File: config.mk
export PLATFORM = sky130hd
export DESIGN_NAME = compare_skip_branch_unit
export DESIGN_NICKNAME = d
export VERILOG_FILES = /design/src/core/cmp_branch_pkg.sv /design/src/core/compare_skip_branch_unit.sv
export SDC_FILE = /design/constraint.sdc
export NUM_CORES = 1
export LEC_CHECK = 0
export ABC_CLOCK_PERIOD_IN_PS = 4300
export BUFFER_PORTS_ARGS = -buffer_cell sky130_fd_sc_hd__buf_2
export CAP_MARGIN = 10
export CORE_ASPECT_RATIO = 1.2
export CORE_MARGIN = 3
export CORE_UTILIZATION = 42
export CTS_CLUSTER_DIAMETER = 60
export DETAILED_ROUTE_END_ITERATION = 8
export PLACE_DENSITY = 0.66
export SYNTH_ARGS = -nofsm -noshare
export SYNTH_HDL_FRONTEND = slang
export SYNTH_SLANG_ARGS = --single-unit
File: constraint.sdc
create_clock -name CLK -period 4.3 [get_ports CLK]
set_input_delay 0.86 -clock CLK [delete_from_list [all_inputs] [get_ports CLK]]
set_output_delay 0.86 -clock CLK [all_outputs]
set_load 0.1 [all_outputs]
File: src/core/cmp_branch_pkg.sv
package cmp_branch_pkg;

    // ----------------------------------------------------------------
    // Widths
    // ----------------------------------------------------------------
    localparam int DATA_W = 8;
    localparam int PC_W = 16;
    localparam int OFS_W = 7;

    // ----------------------------------------------------------------
    // Status flag bit positions
    // ----------------------------------------------------------------
    localparam int FLAG_C = 0;
    localparam int FLAG_Z = 1;
    localparam int FLAG_N = 2;
    localparam int FLAG_V = 3;
    localparam int FLAG_S = 4;
    localparam int FLAG_H = 5;
    localparam int FLAG_T = 6;
    localparam int FLAG_I = 7;
    localparam int HALF_BIT = 3;

    // ----------------------------------------------------------------
    // Program counter steps and cycle counts
    // ----------------------------------------------------------------
    localparam logic [PC_W-1:0] PC_STEP_ONE = 16'h0001;
    localparam logic [PC_W-1:0] PC_STEP_SKIP1 = 16'h0002;
    localparam logic [PC_W-1:0] PC_STEP_SKIP2 = 16'h0003;
    localparam logic [1:0] CYC_ONE = 2'h1;
    localparam logic [1:0] CYC_TWO = 2'h2;
    localparam logic [1:0] CYC_THREE = 2'h3;
    localparam logic [15:0] PC_RESET = 16'h0000;
    localparam logic [7:0] FLAGS_RESET = 8'h00;

    // ----------------------------------------------------------------
    // Operations handled by this unit
    // ----------------------------------------------------------------
    typedef enum logic [4:0] {
        NOP_OP = 5'h00,
        COMPARE_SKIP_EQUAL_OP = 5'h01,
        COMPARE_IMMEDIATE_OP = 5'h02,
        SKIP_REG_BIT_CLEAR_OP = 5'h03,
        SKIP_REG_BIT_SET_OP = 5'h04,
        SKIP_IO_BIT_CLEAR_OP = 5'h05,
        SKIP_IO_BIT_SET_OP = 5'h06,
        BRANCH_FLAG_SET_OP = 5'h07,
        BRANCH_FLAG_CLEAR_OP = 5'h08,
        BRANCH_EQUAL_OP = 5'h09,
        BRANCH_NOT_EQUAL_OP = 5'h0a,
        BRANCH_CARRY_SET_OP = 5'h0b,
        BRANCH_CARRY_CLEAR_OP = 5'h0c,
        BRANCH_SAME_HIGHER_OP = 5'h0d,
        BRANCH_LOWER_OP = 5'h0e,
        BRANCH_MINUS_OP = 5'h0f,
        BRANCH_PLUS_OP = 5'h10,
        BRANCH_SIGNED_GE_OP = 5'h11,
        BRANCH_SIGNED_LT_OP = 5'h12,
        BRANCH_HALFCARRY_SET_OP = 5'h13,
        BRANCH_HALFCARRY_CLEAR_OP = 5'h14,
        BRANCH_TRANSFER_BIT_SET_OP = 5'h15,
        BRANCH_TRANSFER_BIT_CLEAR_OP = 5'h16,
        BRANCH_OVERFLOW_SET_OP = 5'h17,
        BRANCH_OVERFLOW_CLEAR_OP = 5'h18
    } op_t;

    typedef enum logic [1:0] {
        ST_IDLE = 2'b00,
        ST_WAIT1 = 2'b01,
        ST_WAIT2 = 2'b11
    } state_t;

    // Decoded instruction as handed over by the decoder
    typedef struct packed {
        op_t op;
        logic [DATA_W-1:0] rd_val;
        logic [DATA_W-1:0] rr_val;
        logic [DATA_W-1:0] imm;
        logic [2:0] bit_sel;
        logic [OFS_W-1:0] offset;
        logic next_two_words;
    } instr_t;

    // Result back to the core
    typedef struct packed {
        logic [PC_W-1:0] pc;
        logic [DATA_W-1:0] flags;
        logic [1:0] cycles;
        logic taken;
    } result_t;

endpackage : cmp_branch_pkg

File: src/core/compare_skip_branch_unit.sv
// How it works
// - Equal-compare of two registers skips the next instruction; 1, 2 or 3 cycles, flags kept.
// - Compare with immediate subtracts, stores nothing, updates Z N V S C H in one cycle.
// - Skip next instruction when selected register bit is zero; 1, 2 or 3 cycles.
// - Skip next instruction when selected register bit is one; 1, 2 or 3 cycles.
// - Skip next instruction when selected I/O bit is zero; 1, 2 or 3 cycles.
// - Skip next instruction when selected I/O bit is one; 1, 2 or 3 cycles.
// - Branch to pc plus offset plus one when indexed flag is one.
// - Branch to pc plus offset plus one when indexed flag is zero.
// - Branch when zero flag is one, else continue in sequence.
// - Branch when zero flag is zero, else fall through.
// - Carry-set and lower branches both jump when carry is one.
// - Carry-clear and same-or-higher branches both jump when carry is zero.
// - Minus branches on negative one; plus branches on negative zero.
// - Signed greater-or-equal branches when negative xor overflow is zero.
// - Signed less-than branches when negative xor overflow is one.
// - Half-carry branches jump on flag one (set) or zero (clear).
// - Transfer-bit branches jump on T one (set) or zero (clear).
// - Overflow branches jump on V zero (clear) or one (set).
`timescale 1ns/1ps
module compare_skip_branch_unit (
    input wire logic CLK,
    input wire logic RST,
    input wire logic ISSUE,
    input wire cmp_branch_pkg::instr_t INSTR,
    input wire logic [cmp_branch_pkg::PC_W-1:0] PC_IN,
    input wire logic [cmp_branch_pkg::DATA_W-1:0] IO_VAL,
    output logic BUSY,
    output logic DONE,
    output cmp_branch_pkg::result_t RESULT
);
    import cmp_branch_pkg::*;

    // ----------------------------------------------------------------
    // Decode of condition
    // ----------------------------------------------------------------
    logic [DATA_W-1:0] flags_q;
    logic cond;
    logic is_skip;
    logic is_branch;
    logic [DATA_W:0] diff;
    logic [DATA_W-1:0] cmp_flags;
    logic n_x_v;

    assign n_x_v = flags_q[FLAG_N] ^ flags_q[FLAG_V];

    always_comb begin
        cond = 1'b0;
        is_skip = 1'b0;
        is_branch = 1'b1;
        case (INSTR.op)
            COMPARE_SKIP_EQUAL_OP: begin
                is_skip = 1'b1;
                is_branch = 1'b0;
                cond = (INSTR.rd_val == INSTR.rr_val);
            end
            SKIP_REG_BIT_CLEAR_OP: begin
                is_skip = 1'b1;
                is_branch = 1'b0;
                cond = ~INSTR.rr_val[INSTR.bit_sel];
            end
            SKIP_REG_BIT_SET_OP: begin
                is_skip = 1'b1;
                is_branch = 1'b0;
                cond = INSTR.rr_val[INSTR.bit_sel];
            end
            SKIP_IO_BIT_CLEAR_OP: begin
                is_skip = 1'b1;
                is_branch = 1'b0;
                cond = ~IO_VAL[INSTR.bit_sel];
            end
            SKIP_IO_BIT_SET_OP: begin
                is_skip = 1'b1;
                is_branch = 1'b0;
                cond = IO_VAL[INSTR.bit_sel];
            end
            BRANCH_FLAG_SET_OP: cond = flags_q[INSTR.bit_sel];
            BRANCH_FLAG_CLEAR_OP: cond = ~flags_q[INSTR.bit_sel];
            BRANCH_EQUAL_OP: cond = flags_q[FLAG_Z];
            BRANCH_NOT_EQUAL_OP: cond = ~flags_q[FLAG_Z];
            BRANCH_CARRY_SET_OP, BRANCH_LOWER_OP: cond = flags_q[FLAG_C];
            BRANCH_CARRY_CLEAR_OP, BRANCH_SAME_HIGHER_OP: cond = ~flags_q[FLAG_C];
            BRANCH_MINUS_OP: cond = flags_q[FLAG_N];
            BRANCH_PLUS_OP: cond = ~flags_q[FLAG_N];
            BRANCH_SIGNED_GE_OP: cond = ~n_x_v;
            BRANCH_SIGNED_LT_OP: cond = n_x_v;
            BRANCH_HALFCARRY_SET_OP: cond = flags_q[FLAG_H];
            BRANCH_HALFCARRY_CLEAR_OP: cond = ~flags_q[FLAG_H];
            BRANCH_TRANSFER_BIT_SET_OP: cond = flags_q[FLAG_T];
            BRANCH_TRANSFER_BIT_CLEAR_OP: cond = ~flags_q[FLAG_T];
            BRANCH_OVERFLOW_SET_OP: cond = flags_q[FLAG_V];
            BRANCH_OVERFLOW_CLEAR_OP: cond = ~flags_q[FLAG_V];
            default: is_branch = 1'b0;
        endcase
    end

    // ----------------------------------------------------------------
    // Compare arithmetic
    // ----------------------------------------------------------------
    assign diff = {1'b0, INSTR.rd_val} - {1'b0, INSTR.imm};

    always_comb begin
        cmp_flags = flags_q;
        cmp_flags[FLAG_Z] = (diff[DATA_W-1:0] == '0);
        cmp_flags[FLAG_N] = diff[DATA_W-1];
        cmp_flags[FLAG_C] = diff[DATA_W];
        cmp_flags[FLAG_V] = (INSTR.rd_val[DATA_W-1] & ~INSTR.imm[DATA_W-1] & ~diff[DATA_W-1])
            | (~INSTR.rd_val[DATA_W-1] & INSTR.imm[DATA_W-1] & diff[DATA_W-1]);
        cmp_flags[FLAG_S] = diff[DATA_W-1] ^ cmp_flags[FLAG_V];
        cmp_flags[FLAG_H] = (~INSTR.rd_val[HALF_BIT] & INSTR.imm[HALF_BIT])
            | (INSTR.imm[HALF_BIT] & diff[HALF_BIT]) | (diff[HALF_BIT] & ~INSTR.rd_val[HALF_BIT]);
    end

    // ----------------------------------------------------------------
    // Next pc, cycle count
    // ----------------------------------------------------------------
    logic [PC_W-1:0] pc_next;
    logic [1:0] cyc_next;
    logic [PC_W-1:0] ofs_ext;

    // Sign extension of the branch offset
    assign ofs_ext = {{(PC_W-OFS_W){INSTR.offset[OFS_W-1]}}, INSTR.offset};

    always_comb begin
        pc_next = PC_IN + PC_STEP_ONE;
        cyc_next = CYC_ONE;
        if (is_skip && cond) begin
            pc_next = PC_IN + (INSTR.next_two_words ? PC_STEP_SKIP2 : PC_STEP_SKIP1);
            cyc_next = INSTR.next_two_words ? CYC_THREE : CYC_TWO;
        end else if (is_branch && cond) begin
            pc_next = PC_IN + ofs_ext + PC_STEP_ONE;
            cyc_next = CYC_TWO;
        end
    end

    // ----------------------------------------------------------------
    // Sequencer: holds BUSY for the extra cycles of a multi-cycle result
    // ----------------------------------------------------------------
    state_t state_q;
    logic accept;

    assign accept = ISSUE && (state_q == ST_IDLE);
    assign BUSY = (state_q != ST_IDLE);

    always_ff @(posedge CLK) begin
        if (RST) begin
            state_q <= ST_IDLE;
        end else begin
            case (state_q)
                ST_IDLE: begin
                    if (accept && cyc_next == CYC_THREE) begin
                        state_q <= ST_WAIT2;
                    end else if (accept && cyc_next == CYC_TWO) begin
                        state_q <= ST_WAIT1;
                    end
                end
                ST_WAIT2: state_q <= ST_WAIT1;
                ST_WAIT1: state_q <= ST_IDLE;
                default: state_q <= ST_IDLE;
            endcase
        end
    end

    // ----------------------------------------------------------------
    // Status flags: only a compare with immediate writes them
    // ----------------------------------------------------------------
    always_ff @(posedge CLK) begin
        if (RST) begin
            flags_q <= FLAGS_RESET;
        end else if (accept && INSTR.op == COMPARE_IMMEDIATE_OP) begin
            flags_q <= cmp_flags;
        end
    end

    // ----------------------------------------------------------------
    // Result register
    // ----------------------------------------------------------------
    logic done_q;
    assign DONE = done_q;

    always_ff @(posedge CLK) begin
        if (RST) begin
            RESULT <= '{pc: PC_RESET, flags: FLAGS_RESET, cycles: CYC_ONE, taken: 1'b0};
            done_q <= 1'b0;
        end else begin
            done_q <= accept;
            if (accept) begin
                RESULT.pc <= pc_next;
                RESULT.cycles <= cyc_next;
                RESULT.taken <= cond && (is_skip || is_branch);
                RESULT.flags <= (INSTR.op == COMPARE_IMMEDIATE_OP) ? cmp_flags : flags_q;
            end
        end
    end
endmodule : compare_skip_branch_unit

# ---- Yosys cells after proc, flatten, opt, wreduce, memory -nomap -nowiden
# Index checks and enable logic that the tools add are counted.
dict set report classes {
  n_addsub 5
  n_lt_le_gt_ge 1
  eq_ne 29
  muxes 19
  bitwise 25
  n_reduce_logical 15
}
# operator count
set ops {}
lappend ops {{5-bit == test (second input constant)} 9}
lappend ops {{5-bit by 4-bit == test with 1-bit output (second input constant)} 8}
lappend ops {{16-bit by 1-bit adder with 16-bit output (second input constant)} 2}
lappend ops {{16-bit 2-to-1 mux} 2}
lappend ops {{5-bit by 3-bit == test with 1-bit output (second input constant)} 4}
lappend ops {{1-bit one-hot mux with 20 select lines} 1}
lappend ops {{18-bit OR reduction} 1}
lappend ops {{16-bit adder} 1}
lappend ops {{16-bit by 2-bit adder with 16-bit output} 1}
lappend ops {{1-bit inverter} 13}
lappend ops {{5-bit by 2-bit == test with 1-bit output (second input constant)} 2}
lappend ops {{1-bit binary-select mux with 3-bit select} 3}
lappend ops {{8-bit by 8-bit subtractor with 9-bit output} 1}
lappend ops {{8-bit == test} 1}
lappend ops {{8-bit logical NOT} 1}
lappend ops {{2-bit 2-to-1 mux} 4}
lappend ops {{1-bit AND} 7}
lappend ops {{1-bit logical AND} 7}
lappend ops {{1-bit 2-to-1 mux} 7}
lappend ops {{2-bit == test (second input constant)} 3}
lappend ops {{6-bit 2-to-1 mux} 1}
lappend ops {{5-bit by 1-bit == test with 1-bit output (second input constant)} 1}
lappend ops {{5-bit OR reduction} 1}
lappend ops {{3-bit by 4-bit less-than comparator with 1-bit output (second input constant)} 1}
lappend ops {{8 further kinds} 12}
dict set report totals {
  regBits 36
  wordCells 101
}

# ---- Logic depth before layout (Yosys ltp)
# Gate-level depths: netlist of the first run.
dict set report logic_depth {
  depth_word 12
  depth_mapped 15
  mapped_depth_nobuf 15
}

# ---- Worst setup path after synthesis of the first run
# OpenSTA, ideal clock, no wires.
dict set report synth_path {
  path_type {in2reg}
  from {input INSTR[1] in the netlist's numbering}
  to {register RESULT[23] in the netlist's numbering}
  setup_ns 0.132
  t_arrival_ns 3.354
  t_required_ns 4.168
  slack_ns 0.814
  cell_stages 13
  path_buffers 0
  path_cell_list {inv_1 ha_1 inv_1 fa_1 a21o_1 a21o_1 a2111oi_2 o21ai_0 o41ai_1 xnor2_1 mux2_2 o21ai_0 a21oi_1}
}
dict set report synth_via {
  elab_chain_cells 4
}
# element line_no
set synth_lines {}
lappend synth_lines {{from (decl)} compare_skip_branch_unit.sv:25} ;# input wire cmp_branch_pkg::instr_t INSTR,
lappend synth_lines {{16-bit adder} compare_skip_branch_unit.sv:131} ;# pc_next = PC_IN + ofs_ext + PC_STEP_ONE;
lappend synth_lines {{16-bit by 1-bit adder with 16-bit output} compare_skip_branch_unit.sv:131}
lappend synth_lines {{16-bit 2-to-1 mux} compare_skip_branch_unit.sv:130} ;# end else if (is_branch && cond) begin
lappend synth_lines {{16-bit 2-to-1 mux} compare_skip_branch_unit.sv:127} ;# if (is_skip && cond) begin
lappend synth_lines {{to (signal assigned)} compare_skip_branch_unit.sv:183} ;# RESULT <= '{pc: PC_RESET, flags: FLAGS_RESET, cycles: CYC_ONE, taken: 1'b0};
lappend synth_lines {{to (decl)} compare_skip_branch_unit.sv:30} ;# output cmp_branch_pkg::result_t RESULT
# Every way passes these cells.
# A chain may end at the register's enable or synchronous reset.

# ---- Final worst setup path of the first run
dict set report layout_path {
  from {input PC_IN[0] in the netlist's numbering}
  to {register RESULT[23] in the netlist's numbering}
}
dict set report layout_via {
  elab_chain_cells 4
  elab_cells_between_ends 6
}
# element line_no
set layout_lines {}
lappend layout_lines {{from (decl)} compare_skip_branch_unit.sv:26} ;# input wire logic [cmp_branch_pkg::PC_W-1:0] PC_IN,
lappend layout_lines {{16-bit adder} compare_skip_branch_unit.sv:131}
lappend layout_lines {{16-bit by 1-bit adder with 16-bit output} compare_skip_branch_unit.sv:131}
lappend layout_lines {{16-bit 2-to-1 mux} compare_skip_branch_unit.sv:130}
lappend layout_lines {{16-bit 2-to-1 mux (*)} compare_skip_branch_unit.sv:127}
# Mark *: on every way between the ends. The rest lies on a longest branch, timed or not.

==> flow_summary.toml, run 1 <==
[power]
p_per_area_nw_per_um2 = 279
leakage_uw = 0.00189
ir_drop_uv = 135

[worst_hold_path]
hp-class = "reg2reg"

[global_routing]
grt_overflow_total = 0
antenna_found_initial = 0
grt_max_degree = 36
grt_use_total_pct = 20.0
grt_pass1_vias = 3660
grt_pass1_wl_um = 16700

[timing]
drv_slew = 0
period_minus_slack_ns = 3.63
setup_violations = 0
fmax_ghz = 0.275
period_share_pct = 84.5
fin_skew_ns = 0.00546
worst_slew_pin_slew_ns = 0.741
hold_viol = 0
rsz0062_at_grt = "false"
tns_ns = 0
relSlewSlack_pct = 50.1

[yosys]
yosys_most_used_dff = "dfxtp_1"
yosysSeqAreaShare_pct = 18.2
synthTopCellsByArea = "dfxtp_1 18%, ha_1 9.4%, a21oi_1 6.2%, nand2_1 5.6%, xnor2_1 5.6%"
yosysWarnings = 0
synth_top_area_share_pct = 18.2
synth_top_area_cell = "dfxtp_1"
syn-instance-count = 501
synthDistinctLibCells = 55
synth_edf_count = 0
async_flop_share_pct = 0
synth_area_um2 = 3740
syn_avg_cell_area_um2 = 7.46
ys_ff_latch = 34

[worst_setup_path]
worstSetupEndpointType = "register"
required_ns = 4.45
start_kind = "primary input"
r2r_setup_slack_ns = 1.53
cp_max_fo = 7
worstSetupPathType = "in2reg"
critical_path_arrival_ns = 3.78

[die]
ios = 96
start_util_pct = 43.4
dieHeight_um = 109
core_area_um2 = 8610
die_x_um = 92.1
dieArea_um2 = 10100
fp-row-count = 37

[cts]
clkTransAtPathRegs_ns = 0.07
cts-htree-levels = 2
post-cts-setup-buffers = 0
hold_buffers = 0
cts_sinks = 34
post_cts_resized = 0
cts_inserted_buffers = 5
clock_path_buffers = 2
clkLatencyLatePin_ns = 0.29
cts_tree = "yes"
cts-root-buf = "clkbuf_8"

[final_layout]
syn2layout_area_growth_pct = 17.0
finalNetCount = 680
final_cells = 699
final_layout_size_suffix_gt1_share_pct = 20.4
antenna_cells = 0
nFillCells = 870

[route]
first_iter_violations = 134
dr.pass1.iters = 4
routedWlPerCell_um = 14.5
ant_nets = 0
routed_via_density = 5.55
vias = 3878
drc = 0
wirelength_um = 10100

[place]
dp_cells = 691
gp_congestion = 0.897
numPortBuffers = 93
place_hpwl_um = 8100

[outcome]
outcome = "finished, final reports clean"

[run]
drv_cap = 0
==> synth_stat cells (7+ instances only) <==
cell	number
a211oi_1	8
inv_1	29
dfxtp_1	34
a21o_1	11
nor2b_1	8
clkbuf_1	21
mux2i_1	18
o21ai_0	27
xnor2_1	24
nand2_1	56
nand3_1	20
a21oi_1	46
o21a_1	9
nor3_1	12
nand2b_1	7
nand4_1	11
xor2_1	16
ha_1	28
o211ai_1	8
nor2_1	35
==> cell usage in the layout (no fill, tap or decap), types with 2 or more instances in the layout <==
| cell type | n |
|---|---|
| nand4_1 | 11 |
| fa_1 | 4 |
| dfxtp_1 | 34 |
| o41ai_1 | 3 |
| o211ai_1 | 8 |
| nand2b_1 | 7 |
| o21a_1 | 9 |
| mux4_2 | 5 |
| a21o_1 | 11 |
| nor2_1 | 35 |
| xnor2_1 | 24 |
| or3_1 | 5 |
| nor3b_1 | 3 |
| and3_1 | 2 |
| ha_1 | 28 |
| nand3_1 | 20 |
| buf_2 | 93 |
| buf_4 | 7 |
| nor4_1 | 4 |
| a211o_1 | 2 |
| a211oi_1 | 8 |
| conb_1 | 2 |
| nand3b_1 | 4 |
| a21oi_1 | 46 |
| o21ai_0 | 27 |
| nor3_1 | 12 |
| clkbuf_8 | 6 |
| xor2_1 | 16 |
| mux2i_1 | 18 |
| a31oi_1 | 6 |
| mux2_2 | 2 |
| nor2b_1 | 8 |
| and2_1 | 6 |
| inv_1 | 29 |
| nand2_1 | 56 |
==> through the flow <==
stage / worst slack [ns] / util, % / total power, µW / instance area [µm²] / hold slack [ns]
2_1_floorplan: 0.814 / - / 836 / 3740 / 0.478
3_3_place_gp: 0.406 / 49.7 / 966 / 4280 / 0.437
3_5_place_dp: 0.364 / 49.7 / 974 / 4280 / 0.443
4_1_cts: 0.664 / 50.8 / 1230 / 4380 / 0.454
5_1_grt: 0.329 / 50.8 / 1300 / 4380 / 0.494
6_report: 0.667 / 50.8 / 1220 / 4380 / 0.453
==> per-layer routing <==
layer,routed length [µm],GRT usage (%)
met1,4320,24.1
met2,5180,37.3
met3,447,1.85
met4,204,7.11
met5,0,0
==> state kept, by name, summed over array words and instances, names as in the netlist <==
name and flops:
DONE 1, state_q 2, flags_q 6, RESULT 25
==> cell families after synthesis <==
group | synth area share, %
other | 0.100
DFF | 18.2
and+or+nand+nor | 23.6
buffers and inverters | 6.32
adders and majority gates | 11.5
muxes | 8.43
xor gates and xnor gates | 9.37
AOI/OAI and AO/OA | 22.4
==> power breakdown <==
part / internal (µW) / switching, µW / total, µW
clock: 129 / 123 / 251
sequential: 341 / 15.3 / 356
combinational: 190 / 423 / 614
==> layout make-up <==
type / instances / area (µm²) / share of cell area, %
Sequential cell: 34 / 681 / 15.6
Inverter: 29 / 109 / 2.49
Multi-Input combinational cell: 411 / 2830 / 64.6
Clock inverter: 2 / 12.5 / 0.286
Tap cell: 117 / 146 / 3.35
Clock buffer: 6 / 82.6 / 1.89
Timing Repair Buffer: 100 / 518 / 11.8
==> final timing paths <==
check / start / cells after the start / end
worst max-delay path: PC_IN[0] / 14 / RESULT[23]
worst min-delay path: RESULT[7] / 2 / RESULT[7]
worst max register to register: flags_q[3] / 11 / RESULT[16]
worst min register to register: RESULT[7] / 2 / RESULT[7]
==> worst max-delay path, cell delays in order <==
cell	delay [ns]
buf_2	0.14
inv_1	0.06
ha_1	0.15
inv_1	0.06
fa_1	0.39
a21o_1	0.17
a21o_1	0.21
a2111oi_2	0.41
o21ai_0	0.20
o41ai_1	0.52
xnor2_1	0.12
mux2_2	0.28
o21ai_0	0.14
a21oi_1	0.08
Note: power is estimated with default switching activity, not from simulation.
==> run 2, diff against run 1 <==
--- a/config.mk
+++ b/config.mk
@@ -5,7 +5,7 @@
 export SDC_FILE = /design/constraint.sdc
 export NUM_CORES = 1
 export LEC_CHECK = 0
-export ABC_CLOCK_PERIOD_IN_PS = 4300
+export ABC_CLOCK_PERIOD_IN_PS = 3400
 export BUFFER_PORTS_ARGS = -buffer_cell sky130_fd_sc_hd__buf_2
 export CAP_MARGIN = 10
 export CORE_ASPECT_RATIO = 1.2
==> constraint.sdc (replaced) <==
create_clock -name CLK -period 3.4 [get_ports CLK]
set_input_delay 0.68 -clock CLK [delete_from_list [all_inputs] [get_ports CLK]]
set_output_delay 0.68 -clock CLK [all_outputs]
set_load 0.1 [all_outputs]
==> flow_summary.toml, run 2 (same netlist as run 1, synthesis figures left out) <==
[timing]
relSlewSlack_pct = 44.9
period_share_pct = 92.5
tns_ns = 0
worst_slew_pin_slew_ns = 0.826
fin_skew_ns = 0.00608
rsz0062_at_grt = "false"
fmax_ghz = 0.318
drv_slew = 0
hold_viol = 0
hold_ws_ns = 0.455
setup_violations = 0
period_minus_slack_ns = 3.14

[global_routing]
grt_pass1_wl_um = 17400
grt_use_total_pct = 20.8
grt_max_degree = 36
grt.busiest_layer = "met2"
grt_use_met1_pct = 25.5
grt_pass1_vias = 3809
grt_util_met3_pct = 1.23
grt_use_met2_pct = 38.7
grt_overflow_total = 0
antenna_found_initial = 0

[cts]
clkTransAtPathRegs_ns = 0.08
cts-root-buf = "clkbuf_8"
cts_sinks = 34
post_cts_resized = 0
clock_path_buffers = 2
post-cts-setup-buffers = 0
cts_tree = "yes"
cts-htree-levels = 2
cts_inserted_buffers = 5
hold_buffers = 0
clkLatencyLatePin_ns = 0.29

[final_layout]
multi_input_area_um2 = 2840
final_layout_size_suffix_gt1_share_pct = 23.1
nFillCells = 881
final_cell_mix = "93 x buf_2, 56 x nand2_1, 46 x a21oi_1, 35 x nor2_1, 34 x dfxtp_1"
finalNetCount = 700
fin_area_um2 = 4590
final_common_cell = "buf_2"
antenna_cells = 0
reg_top3 = "RESULT: 25 flops, flags_q: 6 flops, state_q: 2 flops"
regMostFlops = "RESULT"
largest_reg_flops = 25
syn2layout_area_growth_pct = 22.6
seqCellArea_um2 = 681

[die]
core_area_um2 = 8610
dieArea_um2 = 10100
start_util_pct = 43.4
dieHeight_um = 109
fp-row-count = 37
ios = 96
die_x_um = 92.1

[route]
wirelength_um = 10300
routed_via_density = 5.55
vias = 3990
first_iter_violations = 144
dr.pass1.iters = 5
drc = 0
routedWlPerCell_um = 14.4
ant_nets = 0

[worst_setup_path]
path_buf_inv = 4
worstSetupPathType = "in2reg"
required_ns = 3.55
critPathMaxStageDelay_ns = 0.38
crit_chain = "buf_2 > inv_1 > ha_1 > inv_1 > fa_1 > a21o_1 > a21o_1 > a2111oi_4 > o21ai_1 > o41ai_1 > buf_4 > xnor2_1 > mux2_2 > o21ai_0 > a21oi_1"
critical_path_arrival_ns = 3.29
cp_max_fo = 3
worstSetupEndpointType = "register"
worst_path_max_delay_cell = "fa_1"
timing.rr.start = "flags_q[0]"
critPathLaunch = "PC_IN[0]"
cpLargestDelayFamily = "compound AO/OA/AOI/OAI gates"
start_kind = "primary input"

[place]
gp_congestion = 0.865
numPortBuffers = 93
place_hpwl_um = 8310
dpl-instance-area_um2 = 4430

[power]
leakage_uw = 0.00201
ir_drop_uv = 206
p_per_area_nw_per_um2 = 376
power_uw = 1720

[worst_hold_path]
hp-class = "reg2reg"
hold_start = "RESULT[22]"

[run]
drv_cap = 0

[outcome]
outcome = "finished, final reports clean"
## run 2: cell type report
cell class | instances | area share (%)
clock inverter | 2 | 1.31
timing repair buffer | 120 | 14.6
multi-input combinational | 411 | 61.9
tap | 117 | 3.19
sequential | 34 | 14.8
inverter | 29 | 2.37
clock buffer | 6 | 1.80
## run 2: worst paths after layout
path | to | slack, ns | cells past startpoint
max reg2reg | RESULT[12] | 0.51 | 8
min | RESULT[22] | 0.46 | 2
min reg2reg | RESULT[22] | 0.46 | 2
max | RESULT[23] | 0.26 | 15
## run 2: per-stage QoR
| stage | setup WS [ns] | std cells | util [%] |
|---|---|---|---|
| after floorplan | 0.0942 | 502 | - |
| after global placement | -0.108 | 711 | 51.5 |
| after detailed placement | -0.115 | 711 | 51.5 |
| after CTS | 0.175 | 719 | 53.1 |
| after global routing | 0.0115 | 719 | 53.3 |
| final | 0.256 | 719 | 53.3 |
## run 2: metal layers
| layer | part of all wire [%] | vias to the layer above | routed length, µm |
|---|---|---|---|
| li1 | - | 1998 | - |
| met1 | 42 | 1881 | 4360 |
| met2 | 51 | 96 | 5310 |
| met3 | 4.3 | 15 | 443 |
| met4 | 2.0 | 0 | 209 |
| met5 | 0 | - | 0 |
## run 2: where the power goes
part / switching [µW] / internal, µW / total [µW] / leakage (µW)
logic: 544 / 263 / 808 / 0.00166
clock network: 153 / 313 / 466 / 0.0000714
registers: 19.2 / 431 / 450 / 0.000278
## run 2: worst register-to-register path, cell delays in order, from the launching register on
cell and delay, ns:
dfxtp_1 0.39, mux4_2 0.47, mux2i_1 0.17, mux2i_1 0.30
nor4b_4 0.10, nor2_2 0.67, mux2_2 0.41, o211ai_1 0.16
a21oi_1 0.08
